### src/core/wake_pkg.sv
package wake_pkg;

    // -------------------------------------------------------------
    // Register byte addresses
    // -------------------------------------------------------------
    localparam logic [7:0] ADDR_PORT_A      = 8'h00;
    localparam logic [7:0] ADDR_KEYPAD_SC   = 8'h04;
    localparam logic [7:0] ADDR_KEYPAD_IE   = 8'h08;
    localparam logic [7:0] ADDR_CONFIG_ONE  = 8'h0c;
    localparam logic [7:0] ADDR_IRQ_STATUS  = 8'h10;
    localparam logic [7:0] ADDR_IRQ_MASK    = 8'h14;

    // -------------------------------------------------------------
    // Field positions
    // -------------------------------------------------------------
    localparam int BIT_WAKE_LATCH     = 6;  // Port A data
    localparam int BIT_PENDING_FLAG   = 3;  // Keypad status/control
    localparam int BIT_ACKNOWLEDGE    = 2;
    localparam int BIT_IRQ_MASK       = 1;
    localparam int BIT_TRIGGER_MODE   = 0;
    localparam int BIT_WAKE_IRQ_EN    = 6;  // Keypad irq enable
    localparam int KEYPAD_PIN_BITS    = 6;  // Pin enables 5..0
    localparam int BIT_RATE_SELECT    = 0;  // Config one
    localparam int BIT_EVT_WAKE       = 0;  // Interrupt status/mask
    localparam int BIT_EVT_KEYPAD     = 1;
    localparam int EVT_BITS           = 2;

    // -------------------------------------------------------------
    // Wakeup counter
    // -------------------------------------------------------------
    localparam int          WAKE_CNT_W         = 14;
    localparam int          WAKE_SHORT_CYCLES  = 2 ** 9;
    localparam int          WAKE_LONG_CYCLES   = 2 ** 14;
    localparam logic [13:0] WAKE_SHORT_LAST    = 14'(WAKE_SHORT_CYCLES - 1);
    localparam logic [13:0] WAKE_LONG_LAST     = 14'(WAKE_LONG_CYCLES - 1);
    localparam logic [13:0] WAKE_CNT_ZERO      = 14'h0000;
    localparam logic [13:0] WAKE_CNT_ONE       = 14'h0001;

    // -------------------------------------------------------------
    // Reset values
    // -------------------------------------------------------------
    localparam logic [31:0] DATA_ZERO          = 32'h0000_0000;
    localparam logic [5:0]  PIN_EN_RESET       = 6'h00;
    localparam logic [1:0]  EVT_RESET          = 2'h0;

endpackage

### src/core/auto_wake_unit.sv
`timescale 1ns/1ps
module auto_wake_unit (
    input  wire logic        clk,
    input  wire logic        rst,
    input  wire logic        psel,
    input  wire logic        penable,
    input  wire logic        pwrite,
    input  wire logic [7:0]  paddr,
    input  wire logic [31:0] pwdata,
    output logic             pready,
    output logic [31:0]      prdata,
    output logic             pslverr,
    input  wire logic        stop_mode,
    input  wire logic        internal_rc_osc_clock,
    input  wire logic        keypad_pin_pending,
    output logic             keypad_ack_pulse,
    output logic             keypad_vector_request,
    output logic             wake_latch_out,
    output logic             irq
);

    // -------------------------------------------------------------
    // Bus slave
    // -------------------------------------------------------------
    logic        pready_q;
    logic [31:0] prdata_q;
    logic        pslverr_q;
    logic        access;
    logic        wr_en;
    logic        mapped;
    logic [31:0] rd_mux;

    logic       wake_latch_q;
    logic       flag_q;
    logic       mask_q;
    logic       mode_q;
    logic       wake_ie_q;
    logic [5:0] pin_en_q;
    logic       rate_q;
    logic [1:0] evt_status_q;
    logic [1:0] evt_mask_q;
    logic       ack_q;

    assign access = psel & penable & ~pready_q;
    assign wr_en  = psel & penable & pready_q & pwrite;

    always_comb begin
        rd_mux = wake_pkg::DATA_ZERO;
        mapped = 1'b1;
        unique case (paddr)
            wake_pkg::ADDR_PORT_A:
                rd_mux[wake_pkg::BIT_WAKE_LATCH] = wake_latch_q;
            wake_pkg::ADDR_KEYPAD_SC: begin
                rd_mux[wake_pkg::BIT_PENDING_FLAG] = flag_q;
                rd_mux[wake_pkg::BIT_IRQ_MASK]     = mask_q;
                rd_mux[wake_pkg::BIT_TRIGGER_MODE] = mode_q;
            end
            wake_pkg::ADDR_KEYPAD_IE: begin
                rd_mux[wake_pkg::BIT_WAKE_IRQ_EN] = wake_ie_q;
                rd_mux[wake_pkg::KEYPAD_PIN_BITS-1:0] = pin_en_q;
            end
            wake_pkg::ADDR_CONFIG_ONE:
                rd_mux[wake_pkg::BIT_RATE_SELECT] = rate_q;
            wake_pkg::ADDR_IRQ_STATUS:
                rd_mux[wake_pkg::EVT_BITS-1:0] = evt_status_q;
            wake_pkg::ADDR_IRQ_MASK:
                rd_mux[wake_pkg::EVT_BITS-1:0] = evt_mask_q;
            default:
                mapped = 1'b0;
        endcase
    end

    // One wait state: answer in the second access cycle
    always_ff @(posedge clk) begin
        if (rst) begin
            pready_q <= 1'b0;
        end else begin
            pready_q <= access;
        end
    end

    // Unmapped offsets are refused with an error response
    always_ff @(posedge clk) begin
        if (rst) begin
            pslverr_q <= 1'b0;
        end else begin
            pslverr_q <= access & ~mapped;
        end
    end

    // Read data holds until the next good read
    always_ff @(posedge clk) begin
        if (rst) begin
            prdata_q <= wake_pkg::DATA_ZERO;
        end else if (access && !pwrite && mapped) begin
            prdata_q <= rd_mux;
        end
    end

    // -------------------------------------------------------------
    // Keypad status/control: mask and trigger mode
    // -------------------------------------------------------------
    always_ff @(posedge clk) begin
        if (rst) begin
            mask_q <= 1'b0;
        end else if (wr_en && paddr == wake_pkg::ADDR_KEYPAD_SC) begin
            mask_q <= pwdata[wake_pkg::BIT_IRQ_MASK];
        end
    end

    // Stored for software only; the pin edge logic sits outside
    always_ff @(posedge clk) begin
        if (rst) begin
            mode_q <= 1'b0;
        end else if (wr_en && paddr == wake_pkg::ADDR_KEYPAD_SC) begin
            mode_q <= pwdata[wake_pkg::BIT_TRIGGER_MODE];
        end
    end

    // -------------------------------------------------------------
    // Keypad irq enable: wake enable and pin enables
    // -------------------------------------------------------------
    always_ff @(posedge clk) begin
        if (rst) begin
            wake_ie_q <= 1'b0;
        end else if (wr_en && paddr == wake_pkg::ADDR_KEYPAD_IE) begin
            wake_ie_q <= pwdata[wake_pkg::BIT_WAKE_IRQ_EN];
        end
    end

    // Pin enables are kept for readback only
    always_ff @(posedge clk) begin
        if (rst) begin
            pin_en_q <= wake_pkg::PIN_EN_RESET;
        end else if (wr_en && paddr == wake_pkg::ADDR_KEYPAD_IE) begin
            pin_en_q <= pwdata[wake_pkg::KEYPAD_PIN_BITS-1:0];
        end
    end

    // -------------------------------------------------------------
    // Config one: wake period select
    // -------------------------------------------------------------
    always_ff @(posedge clk) begin
        if (rst) begin
            rate_q <= 1'b0;
        end else if (wr_en && paddr == wake_pkg::ADDR_CONFIG_ONE) begin
            rate_q <= pwdata[wake_pkg::BIT_RATE_SELECT];
        end
    end

    // -------------------------------------------------------------
    // Interrupt mask
    // -------------------------------------------------------------
    always_ff @(posedge clk) begin
        if (rst) begin
            evt_mask_q <= wake_pkg::EVT_RESET;
        end else if (wr_en && paddr == wake_pkg::ADDR_IRQ_MASK) begin
            evt_mask_q <= pwdata[wake_pkg::EVT_BITS-1:0];
        end
    end

    // Acknowledge strobe: write-only, never stored for readback
    logic ack_write;
    assign ack_write = wr_en && (paddr == wake_pkg::ADDR_KEYPAD_SC)
                       && pwdata[wake_pkg::BIT_ACKNOWLEDGE];

    always_ff @(posedge clk) begin
        if (rst) begin
            ack_q <= 1'b0;
        end else begin
            ack_q <= ack_write;
        end
    end

    // -------------------------------------------------------------
    // RC oscillator synchroniser
    // -------------------------------------------------------------
    logic rc_s1_q;
    logic rc_s2_q;
    logic rc_s3_q;
    logic rc_level_q;
    logic rc_rise;

    always_ff @(posedge clk) begin
        if (rst) begin
            rc_s1_q <= 1'b0;
            rc_s2_q <= 1'b0;
            rc_s3_q <= 1'b0;
        end else begin
            rc_s1_q <= internal_rc_osc_clock;
            rc_s2_q <= rc_s1_q;
            rc_s3_q <= rc_s2_q;
        end
    end

    // Level moves only once the second and third stages agree
    always_ff @(posedge clk) begin
        if (rst) begin
            rc_level_q <= 1'b0;
        end else if (rc_s2_q == rc_s3_q) begin
            rc_level_q <= rc_s3_q;
        end
    end

    // One pulse per settled rising edge of the oscillator
    assign rc_rise = rc_s2_q & rc_s3_q & ~rc_level_q;

    // -------------------------------------------------------------
    // Wakeup counter
    // -------------------------------------------------------------
    logic [13:0] wake_cnt_q;
    logic [13:0] wake_last;
    logic        wake_run;
    logic        wake_ovf;

    assign wake_last = rate_q ? wake_pkg::WAKE_SHORT_LAST
                              : wake_pkg::WAKE_LONG_LAST;
    assign wake_run  = stop_mode & wake_ie_q;
    assign wake_ovf  = wake_run & rc_rise & (wake_cnt_q >= wake_last);

    logic [13:0] wake_cnt_d;

    // Held at zero outside stop mode, so every entry starts afresh
    always_comb begin
        wake_cnt_d = wake_cnt_q;
        if (!wake_run) begin
            wake_cnt_d = wake_pkg::WAKE_CNT_ZERO;
        end else if (wake_ovf) begin
            wake_cnt_d = wake_pkg::WAKE_CNT_ZERO;
        end else if (rc_rise) begin
            wake_cnt_d = wake_cnt_q + wake_pkg::WAKE_CNT_ONE;
        end
    end

    always_ff @(posedge clk) begin
        if (rst) begin
            wake_cnt_q <= wake_pkg::WAKE_CNT_ZERO;
        end else begin
            wake_cnt_q <= wake_cnt_d;
        end
    end

    // -------------------------------------------------------------
    // Wake latch and keypad flag
    // -------------------------------------------------------------
    always_ff @(posedge clk) begin
        if (rst) begin
            wake_latch_q <= 1'b0;
        end else if (wake_ovf && wake_ie_q) begin
            wake_latch_q <= 1'b1;
        end else if (ack_write) begin
            wake_latch_q <= 1'b0;
        end
    end

    always_ff @(posedge clk) begin
        if (rst) begin
            flag_q <= 1'b0;
        end else begin
            flag_q <= keypad_pin_pending | wake_latch_q;
        end
    end

    logic vec_q;

    always_ff @(posedge clk) begin
        if (rst) begin
            vec_q <= 1'b0;
        end else begin
            vec_q <= flag_q & ~mask_q;
        end
    end

    // -------------------------------------------------------------
    // Event status and interrupt
    // -------------------------------------------------------------
    logic [1:0] evt_set;
    logic [1:0] evt_clr;
    logic       irq_q;
    logic       flag_prev_q;

    always_ff @(posedge clk) begin
        if (rst) begin
            flag_prev_q <= 1'b0;
        end else begin
            flag_prev_q <= flag_q;
        end
    end

    always_comb begin
        evt_set = wake_pkg::EVT_RESET;
        evt_set[wake_pkg::BIT_EVT_WAKE]   = wake_ovf & wake_ie_q;
        evt_set[wake_pkg::BIT_EVT_KEYPAD] = flag_q & ~flag_prev_q;
        evt_clr = wake_pkg::EVT_RESET;
        if (wr_en && paddr == wake_pkg::ADDR_IRQ_STATUS) begin
            evt_clr = pwdata[wake_pkg::EVT_BITS-1:0];
        end
    end

    // Each status bit: set wins over a simultaneous clear
    for (genvar g = 0; g < wake_pkg::EVT_BITS; g++) begin
        always_ff @(posedge clk) begin
            if (rst) begin
                evt_status_q[g] <= 1'b0;
            end else if (evt_set[g]) begin
                evt_status_q[g] <= 1'b1;
            end else if (evt_clr[g]) begin
                evt_status_q[g] <= 1'b0;
            end
        end
    end

    // -------------------------------------------------------------
    // Interrupt output
    // -------------------------------------------------------------
    logic irq_d;

    // Uses the next status value so the output stays a plain flop
    assign irq_d = |(((evt_status_q & ~evt_clr) | evt_set) & evt_mask_q);

    always_ff @(posedge clk) begin
        if (rst) begin
            irq_q <= 1'b0;
        end else begin
            irq_q <= irq_d;
        end
    end

    assign pready                = pready_q;
    assign prdata                = prdata_q;
    assign pslverr               = pslverr_q;
    assign keypad_ack_pulse      = ack_q;
    assign keypad_vector_request = vec_q;
    assign wake_latch_out        = wake_latch_q;
    assign irq                   = irq_q;

endmodule

### config.mk
export PLATFORM = sky130hd
export DESIGN_NAME = auto_wake_unit
export DESIGN_NICKNAME = d
export VERILOG_FILES = /design/src/core/wake_pkg.sv /design/src/core/auto_wake_unit.sv
export SDC_FILE = /design/constraint.sdc
export NUM_CORES = 1
export LEC_CHECK = 0
export BUFFER_PORTS_ARGS = -buffer_cell sky130_fd_sc_hd__buf_2
export CORE_MARGIN = 1
export CORE_UTILIZATION = 53
export CTS_CLUSTER_DIAMETER = 40
export DETAILED_ROUTE_END_ITERATION = 7
export GPL_ROUTABILITY_DRIVEN = 0
export GPL_TIMING_DRIVEN = 0
export PLACE_DENSITY = 0.92
export REMOVE_ABC_BUFFERS = 1
export SLEW_MARGIN = 20
export SYNTH_ARGS = -nofsm -noshare
export SYNTH_HDL_FRONTEND = slang
export SYNTH_SLANG_ARGS = --single-unit
### constraint.sdc
create_clock -name clk -period 5.2 [get_ports clk]
set_clock_uncertainty 0.2 [all_clocks]
set_input_delay 0.52 -clock clk [delete_from_list [all_inputs] [get_ports clk]]
set_output_delay 0.52 -clock clk [all_outputs]
set_load 0.03 [all_outputs]
==> results of run 1 <==
[area by class of cell]
| type | count | area [µm²] |
|---|---|---|
| clock buffers | 5 | 68.82 |
| well taps | 50 | 62.56 |
| clock inverters | 3 | 20.02 |
| fillers | 345 | 1585 |
| repair buffers | 35 | 175.2 |
| inverters | 4 | 15.01 |
| flip-flops and latches | 47 | 940.9 |
| multi-input cells | 204 | 1219 |
[layer usage]
| layer | part of all wire, % | vias up | wire, µm | GRT usage (%) |
|---|---|---|---|---|
| li1 | - | 929 | - | - |
| met1 | 44 | 901 | 1934 | 24.36 |
| met2 | 48 | 60 | 2134 | 37.13 |
| met3 | 4.7 | 13 | 206 | 4.500 |
| met4 | 3.0 | 0 | 131 | 11.46 |
| met5 | 0 | - | 0 | 0 |
[final timing paths]
path	from	to	slack, ns	cells past startpoint
setup reg to reg	rate_q	wake_cnt_q[2]	2.85	6
hold / removal	keypad_pin_pending	flag_q	0.22	3
hold reg to reg	rc_s1_q	rc_s2_q	0.25	1
setup / recovery	paddr[1]	prdata[1]	2.45	6
[power groups by stage]
stage	Sequential [mW]	Combinational (mW)	Clock, mW
final	0.365	0.0540	0.217
after global routing	0.365	0.0581	0.236
after CTS	0.365	0.0532	0.222
after detailed placement	0.373	0.0531	0
after global placement	0.373	0.0524	0
after floorplan	0.375	0.0328	0
[sequential cells by signal, indices dropped and copies added, names as in the netlist, 2 cells and up]
signal        cells
evt_mask_q        2
pin_en_q          6
wake_cnt_q       14
evt_status_q      2
prdata            7
[critical path, stage by stage]
cell,delay (ns)
buf_2,0.10
or4_4,0.54
or3_4,0.39
a2111oi_4,0.80
o221a_2,0.33
nor3_1,0.04
[cells in the final DEF (no fill, tap or decap), types with 4 or more instances in the layout]
cell type and n:
nand2_1 23, nand3_1 15, conb_1 25, xnor2_1 6, ha_1 7, buf_2 35, nor3_1 4, nor2_1 33
o21ai_0 5, mux2i_1 6, clkbuf_8 5, nand4_1 6, a21oi_1 17, dfxtp_1 47, xor2_1 5, nor2b_1 9
inv_1 4, nand2b_1 7
[cell families after synthesis]
group,after synthesis,share of synthesized area [%]
AO/OA/AOI/OAI,38,11.81
XOR/XNOR,11,4.171
adder cells (fa/ha/maj),7,3.792
buffers and inverters,38,10.62
flip-flops,47,40.74
multiplexers,8,3.575
other,1,0.1624
AND/OR/NAND/NOR,115,25.14
==> impl_metrics.csv, run 1 <==
group,metric,value,unit
status,status,"finished, final reports clean",
clocking,ctsResizeCount,0,
global_route,grt_pass1_vias,1779,
clocking,cts_hold_repair.buffers,0,
route,drt-wirelength-per-cell,12.66,µm
setup_path,critPathRequiredTime,5.17,ns
setup_path,worstPathMaxFanout,13,
clocking,clock_sinks,47,
route,wl,4.406,mm
synthesis,yosysWarnings,0,
cells_and_area,insertedDiodeCount,0,
synthesis,syn_avg_cell_area,8.716,µm²
sta,fin_crit_sh,52.93,%
floorplanning,die_w,68.02,µm
clocking,clk_pin_slew_worst_paths,0.09,ns
floorplanning,io_pins,86,
route,drc,0,
setup_path,worstSetupEndpointType,"flop",
route,ant_nets,0,
sta,slew_headroom,45.88,%
place,dp_slack,2.127,ns
cells_and_area,area_delta_synth_final,8.288,%
clocking,cts_setup_buffers,0,
synthesis,synth_most_common_cell,"dfxtp_1",
sta,period_needed,2.752,ns
place,dp_cells,340,
power_and_ir_drop,power.switching,0.1672,mW
sta,setup_viol,0,
synthesis,syn_inst,265,
synthesis,yosys.area.top_type,"dfxtp_1",
sta,drv_slew,0,
power_and_ir_drop,p_comb_share,8.5,%
clocking,cts_inserted_buffers,5,
clocking,cts_root_buffer,"clkbuf_8",
synthesis,async_flop_share,0,%
power_and_ir_drop,leakage,0.9581,nW
synthesis,ys_seq_area_share,40.74,%
sta,fmax,363.4,MHz
clocking,h-tree-depth,2,
synthesis,synth-seq-cells,47,
power_and_ir_drop,pwr-share-seq,57.4,%
route,vias,1903,
floorplanning,die_area,4626,µm²
synthesis,synth_ff_type,"dfxtp_1",
route,viasPerCell,5.468,
power_and_ir_drop,power_frac_clock,34.1,%
clocking,worstSkewPairLatency,0.31,ns
synthesis,synthTopCellsByArea,"dfxtp_1, buf_4, nor2_1, ha_1, nand2_1",
setup_path,worstSetupPathType,"input port to flop",
synthesis,synth_top_area_share,40.74,%
sta,setup_ws,2.448,ns
clocking,cts_max_path_buffers,2,
cells_and_area,nNetsFinal,352,
power_and_ir_drop,p_int,0.4686,mW
cells_and_area,finalNonFillerCells,348,
synthesis,ys_top_cells_by_count,"dfxtp_1, nor2_1, buf_4, nand2_1, a21oi_1",
place,placed_area,2412,µm²
global_route,antenna_found_initial,0,
cells_and_area,drive_gt1_share,19.13,%
global_route,grtUsageTotal,21.43,%
power_and_ir_drop,peakVddDrop,245.5,µV
sta,rsz0062_at_grt,"false",
sta,hold_ws,0.2209,ns
global_route,grt_overflow,0,
job,max_cap_violations,0,
place,hpwlAfterDp,3.259,mm
sta,tightest_slew,0.8118,ns
floorplanning,start_util,56.52,%
cells_and_area,design_area,2501,µm²
place,place.port_buffers,35,
global_route,grt_start_max_net_pins,33,
synthesis,syn-cell-area,2310,µm²
route,drt-pass1-iter-count,4,
global_route,grt_first_pass_wirelength,7.403,mm
floorplanning,dieHeight,68.02,µm
setup_path,start_kind,"input port",
sta,tns,0,ns
sta,hold_viol_final,0,
clocking,cts_tree,"done",
route,drt_first_iter_violations,98,
synthesis,synth_cell_types,46,
worst_hold_path,min_path_type,"input port to flop",
floorplanning,core_area,4086,µm²
power_and_ir_drop,power_density,254.2,nW/µm²
cells_and_area,post-route-util,61.21,%
synthesis,synth_edf_count,0,
floorplanning,std_cell_rows,23,
power_and_ir_drop,fin_total_pwr,0.6358,mW
setup_path,cp.arrival,2.72,ns
power_and_ir_drop,switching_share,26.30,%
No activity file was read; power rests on OpenSTA's default activity.
==> run 2, diff against run 1 <==
Settings changed: CORE_UTILIZATION 53 to 44, PLACE_DENSITY 0.92 to 0.82.
Clock period 5.2 ns to 2.3 ns, I/O delays scaled along.
==> impl_metrics.csv, run 2 (same netlist as run 1, synthesis figures left out) <==
group,metric,value,unit
place,dp_cells,360,
cells_and_area,design_area,2636,µm²
global_route,grt_pass1_vias,1687,
global_route,grt_overflow,0,
place,placed_area,2437,µm²
power_and_ir_drop,fin_total_pwr,1.462,mW
sta,setup_viol,0,
floorplanning,start_util,45.51,%
clocking,cts_inserted_buffers,5,
route,drt-pass1-iter-count,4,
setup_path,critPathRequiredTime,2.29,ns
cells_and_area,finalNonFillerCells,377,
power_and_ir_drop,switching_share,25.22,%
clocking,cts_root_buffer,"clkbuf_8",
setup_path,cp-startpoint,"paddr[1]",
cells_and_area,mostFrequentLayoutCells,"dfxtp_1, buf_2, nor2_1",
floorplanning,die_w,74.45,µm
power_and_ir_drop,p_int,1.093,mW
cells_and_area,drive_gt1_share,19.54,%
clocking,cts_tree,"done",
cells_and_area,n_fill_cell,494,
cells_and_area,regMostFlops,"wake_cnt_q",
setup_path,r2r-start,"wake_cnt_q[9]",
setup_path,worstSetupEndpointType,"flop",
cells_and_area,insertedDiodeCount,0,
sta,period_needed,2.205,ns
setup_path,worstPathMaxFanout,11,
job,max_cap_violations,0,
sta,slew_headroom,61.49,%
floorplanning,dieHeight,74.45,µm
place,hpwlAfterDp,3.249,mm
sta,drv_slew,0,
power_and_ir_drop,leakage,1.021,nW
setup_path,rrSetupSlack,0.16,ns
sta,rsz0062_at_grt,"false",
power_and_ir_drop,power_density,554.6,nW/µm²
floorplanning,die_area,5543,µm²
power_and_ir_drop,power.switching,0.3687,mW
setup_path,start_kind,"input port",
global_route,grtUsageTotal,17.32,%
route,wl,4.499,mm
sta,tightest_slew,0.5777,ns
cells_and_area,final_common_cell,"dfxtp_1",
setup_path,cp.arrival,2.19,ns
clocking,clk_pin_slew_worst_paths,0.09,ns
sta,fmax,453.6,MHz
power_and_ir_drop,peakVddDrop,287.8,µV
route,ant_nets,0,
clocking,cts_max_path_buffers,2,
cells_and_area,area_delta_synth_final,14.14,%
cells_and_area,post-route-util,51.95,%
clocking,worstSkewPairLatency,0.31,ns
route,drt_first_iter_violations,103,
floorplanning,io_pins,86,
route,vias,1889,
floorplanning,std_cell_rows,26,
place,place.port_buffers,35,
sta,fin_crit_sh,95.85,%
global_route,grt_start_max_net_pins,33,
clocking,h-tree-depth,2,
worst_hold_path,min_path_cells,3,
status,status,"finished, final reports clean",
sta,hold_viol_final,0,
clocking,clock_sinks,47,
cells_and_area,largest_reg_flops,14,
route,drt-wirelength-per-cell,11.93,µm
power_and_ir_drop,pwr-share-seq,56.4,%
route,drc,0,
cells_and_area,nNetsFinal,362,
setup_path,worstSetupPathType,"input port to flop",
power_and_ir_drop,power_frac_clock,34.5,%
floorplanning,core_area,5075,µm²
worst_hold_path,min_path_type,"input port to flop",
route,viasPerCell,5.011,
global_route,grt_first_pass_wirelength,7.272,mm
sta,tns,0,ns
power_and_ir_drop,p_comb_share,9.1,%
worst_hold_path,worstHoldStart,"pwdata[0]",
global_route,antenna_found_initial,0,
setup_path,reg2regPathDepth,6,
==> run 2: cell types whose count changed in the layout (fill, tap and decap cells not counted), sizes merged <==
cell	previous run	this run
clkinvlp	2	0
clkbuf	5	6
buf	35	37
dlygate4sd3	0	8
==> run 2: stage by stage <==
stage | worst slack [ns] | hold WS (ns)
final | 0.09541 | 0.01483
after detailed placement | -0.4758 | 0.2369
after CTS | 0.05040 | 0.006047
after global routing | 0.01636 | 0.01456
after floorplan | -0.1148 | 0.09465
after global placement | -0.6877 | 0.2208
==> run 2: repair_timing <==
item	4_1_cts	5_1_grt
hold buffers	8	0
pin swaps	1	1
hold endpoints to repair	8	0
buffers inserted	2	0
endpoints found under the setup margin	14	16
gates cloned	0	0
resized for setup	1	4
==> run 2: power by group through the flow <==
stage / clock, mW / combinational (mW) / sequential (mW)
3_3_place_gp: 0 / 0.120 / 0.843
3_5_place_dp: 0 / 0.121 / 0.843
2_1_floorplan: 0 / 0.0741 / 0.848
6_report: 0.504 / 0.134 / 0.824
4_1_cts: 0.515 / 0.132 / 0.824
5_1_grt: 0.543 / 0.146 / 0.825
==> run 2: area by class of cell <==
class | instances | area (µm²) | share of cell area, %
timing repair buffer | 45 | 274.0 | 10.39
tap | 70 | 87.58 | 3.322
clock inverter | 1 | 5.005 | 0.1898
inverter | 4 | 15.01 | 0.5695
multi-input combinational | 204 | 1230 | 46.65
clock buffer | 6 | 82.58 | 3.132
sequential | 47 | 942.2 | 35.74
==> run 2: worst max-delay path, stage by stage <==
cell,delay (ns)
buf_2,0.10
or4_1,0.62
or2_2,0.39
a2111oi_4,0.40
buf_6,0.21
mux2i_1,0.19
nor2_1,0.05
==> run 2: final timing paths <==
check	to
setup / recovery	prdata[3]
hold / removal	evt_mask_q[0]
setup reg to reg	wake_cnt_q[2]
hold reg to reg	rc_s2_q
==> run 2: per-layer routing <==
layer  vias to the layer above  part of all wire [%]  global-route usage [%]
met4                         0                   1.8                   6.289
li1                        946                     -                       -
met5                         -                     0                       0
met2                        61                    46                   28.03
met3                         7                   5.8                   4.743
met1                       875                    46                   22.08
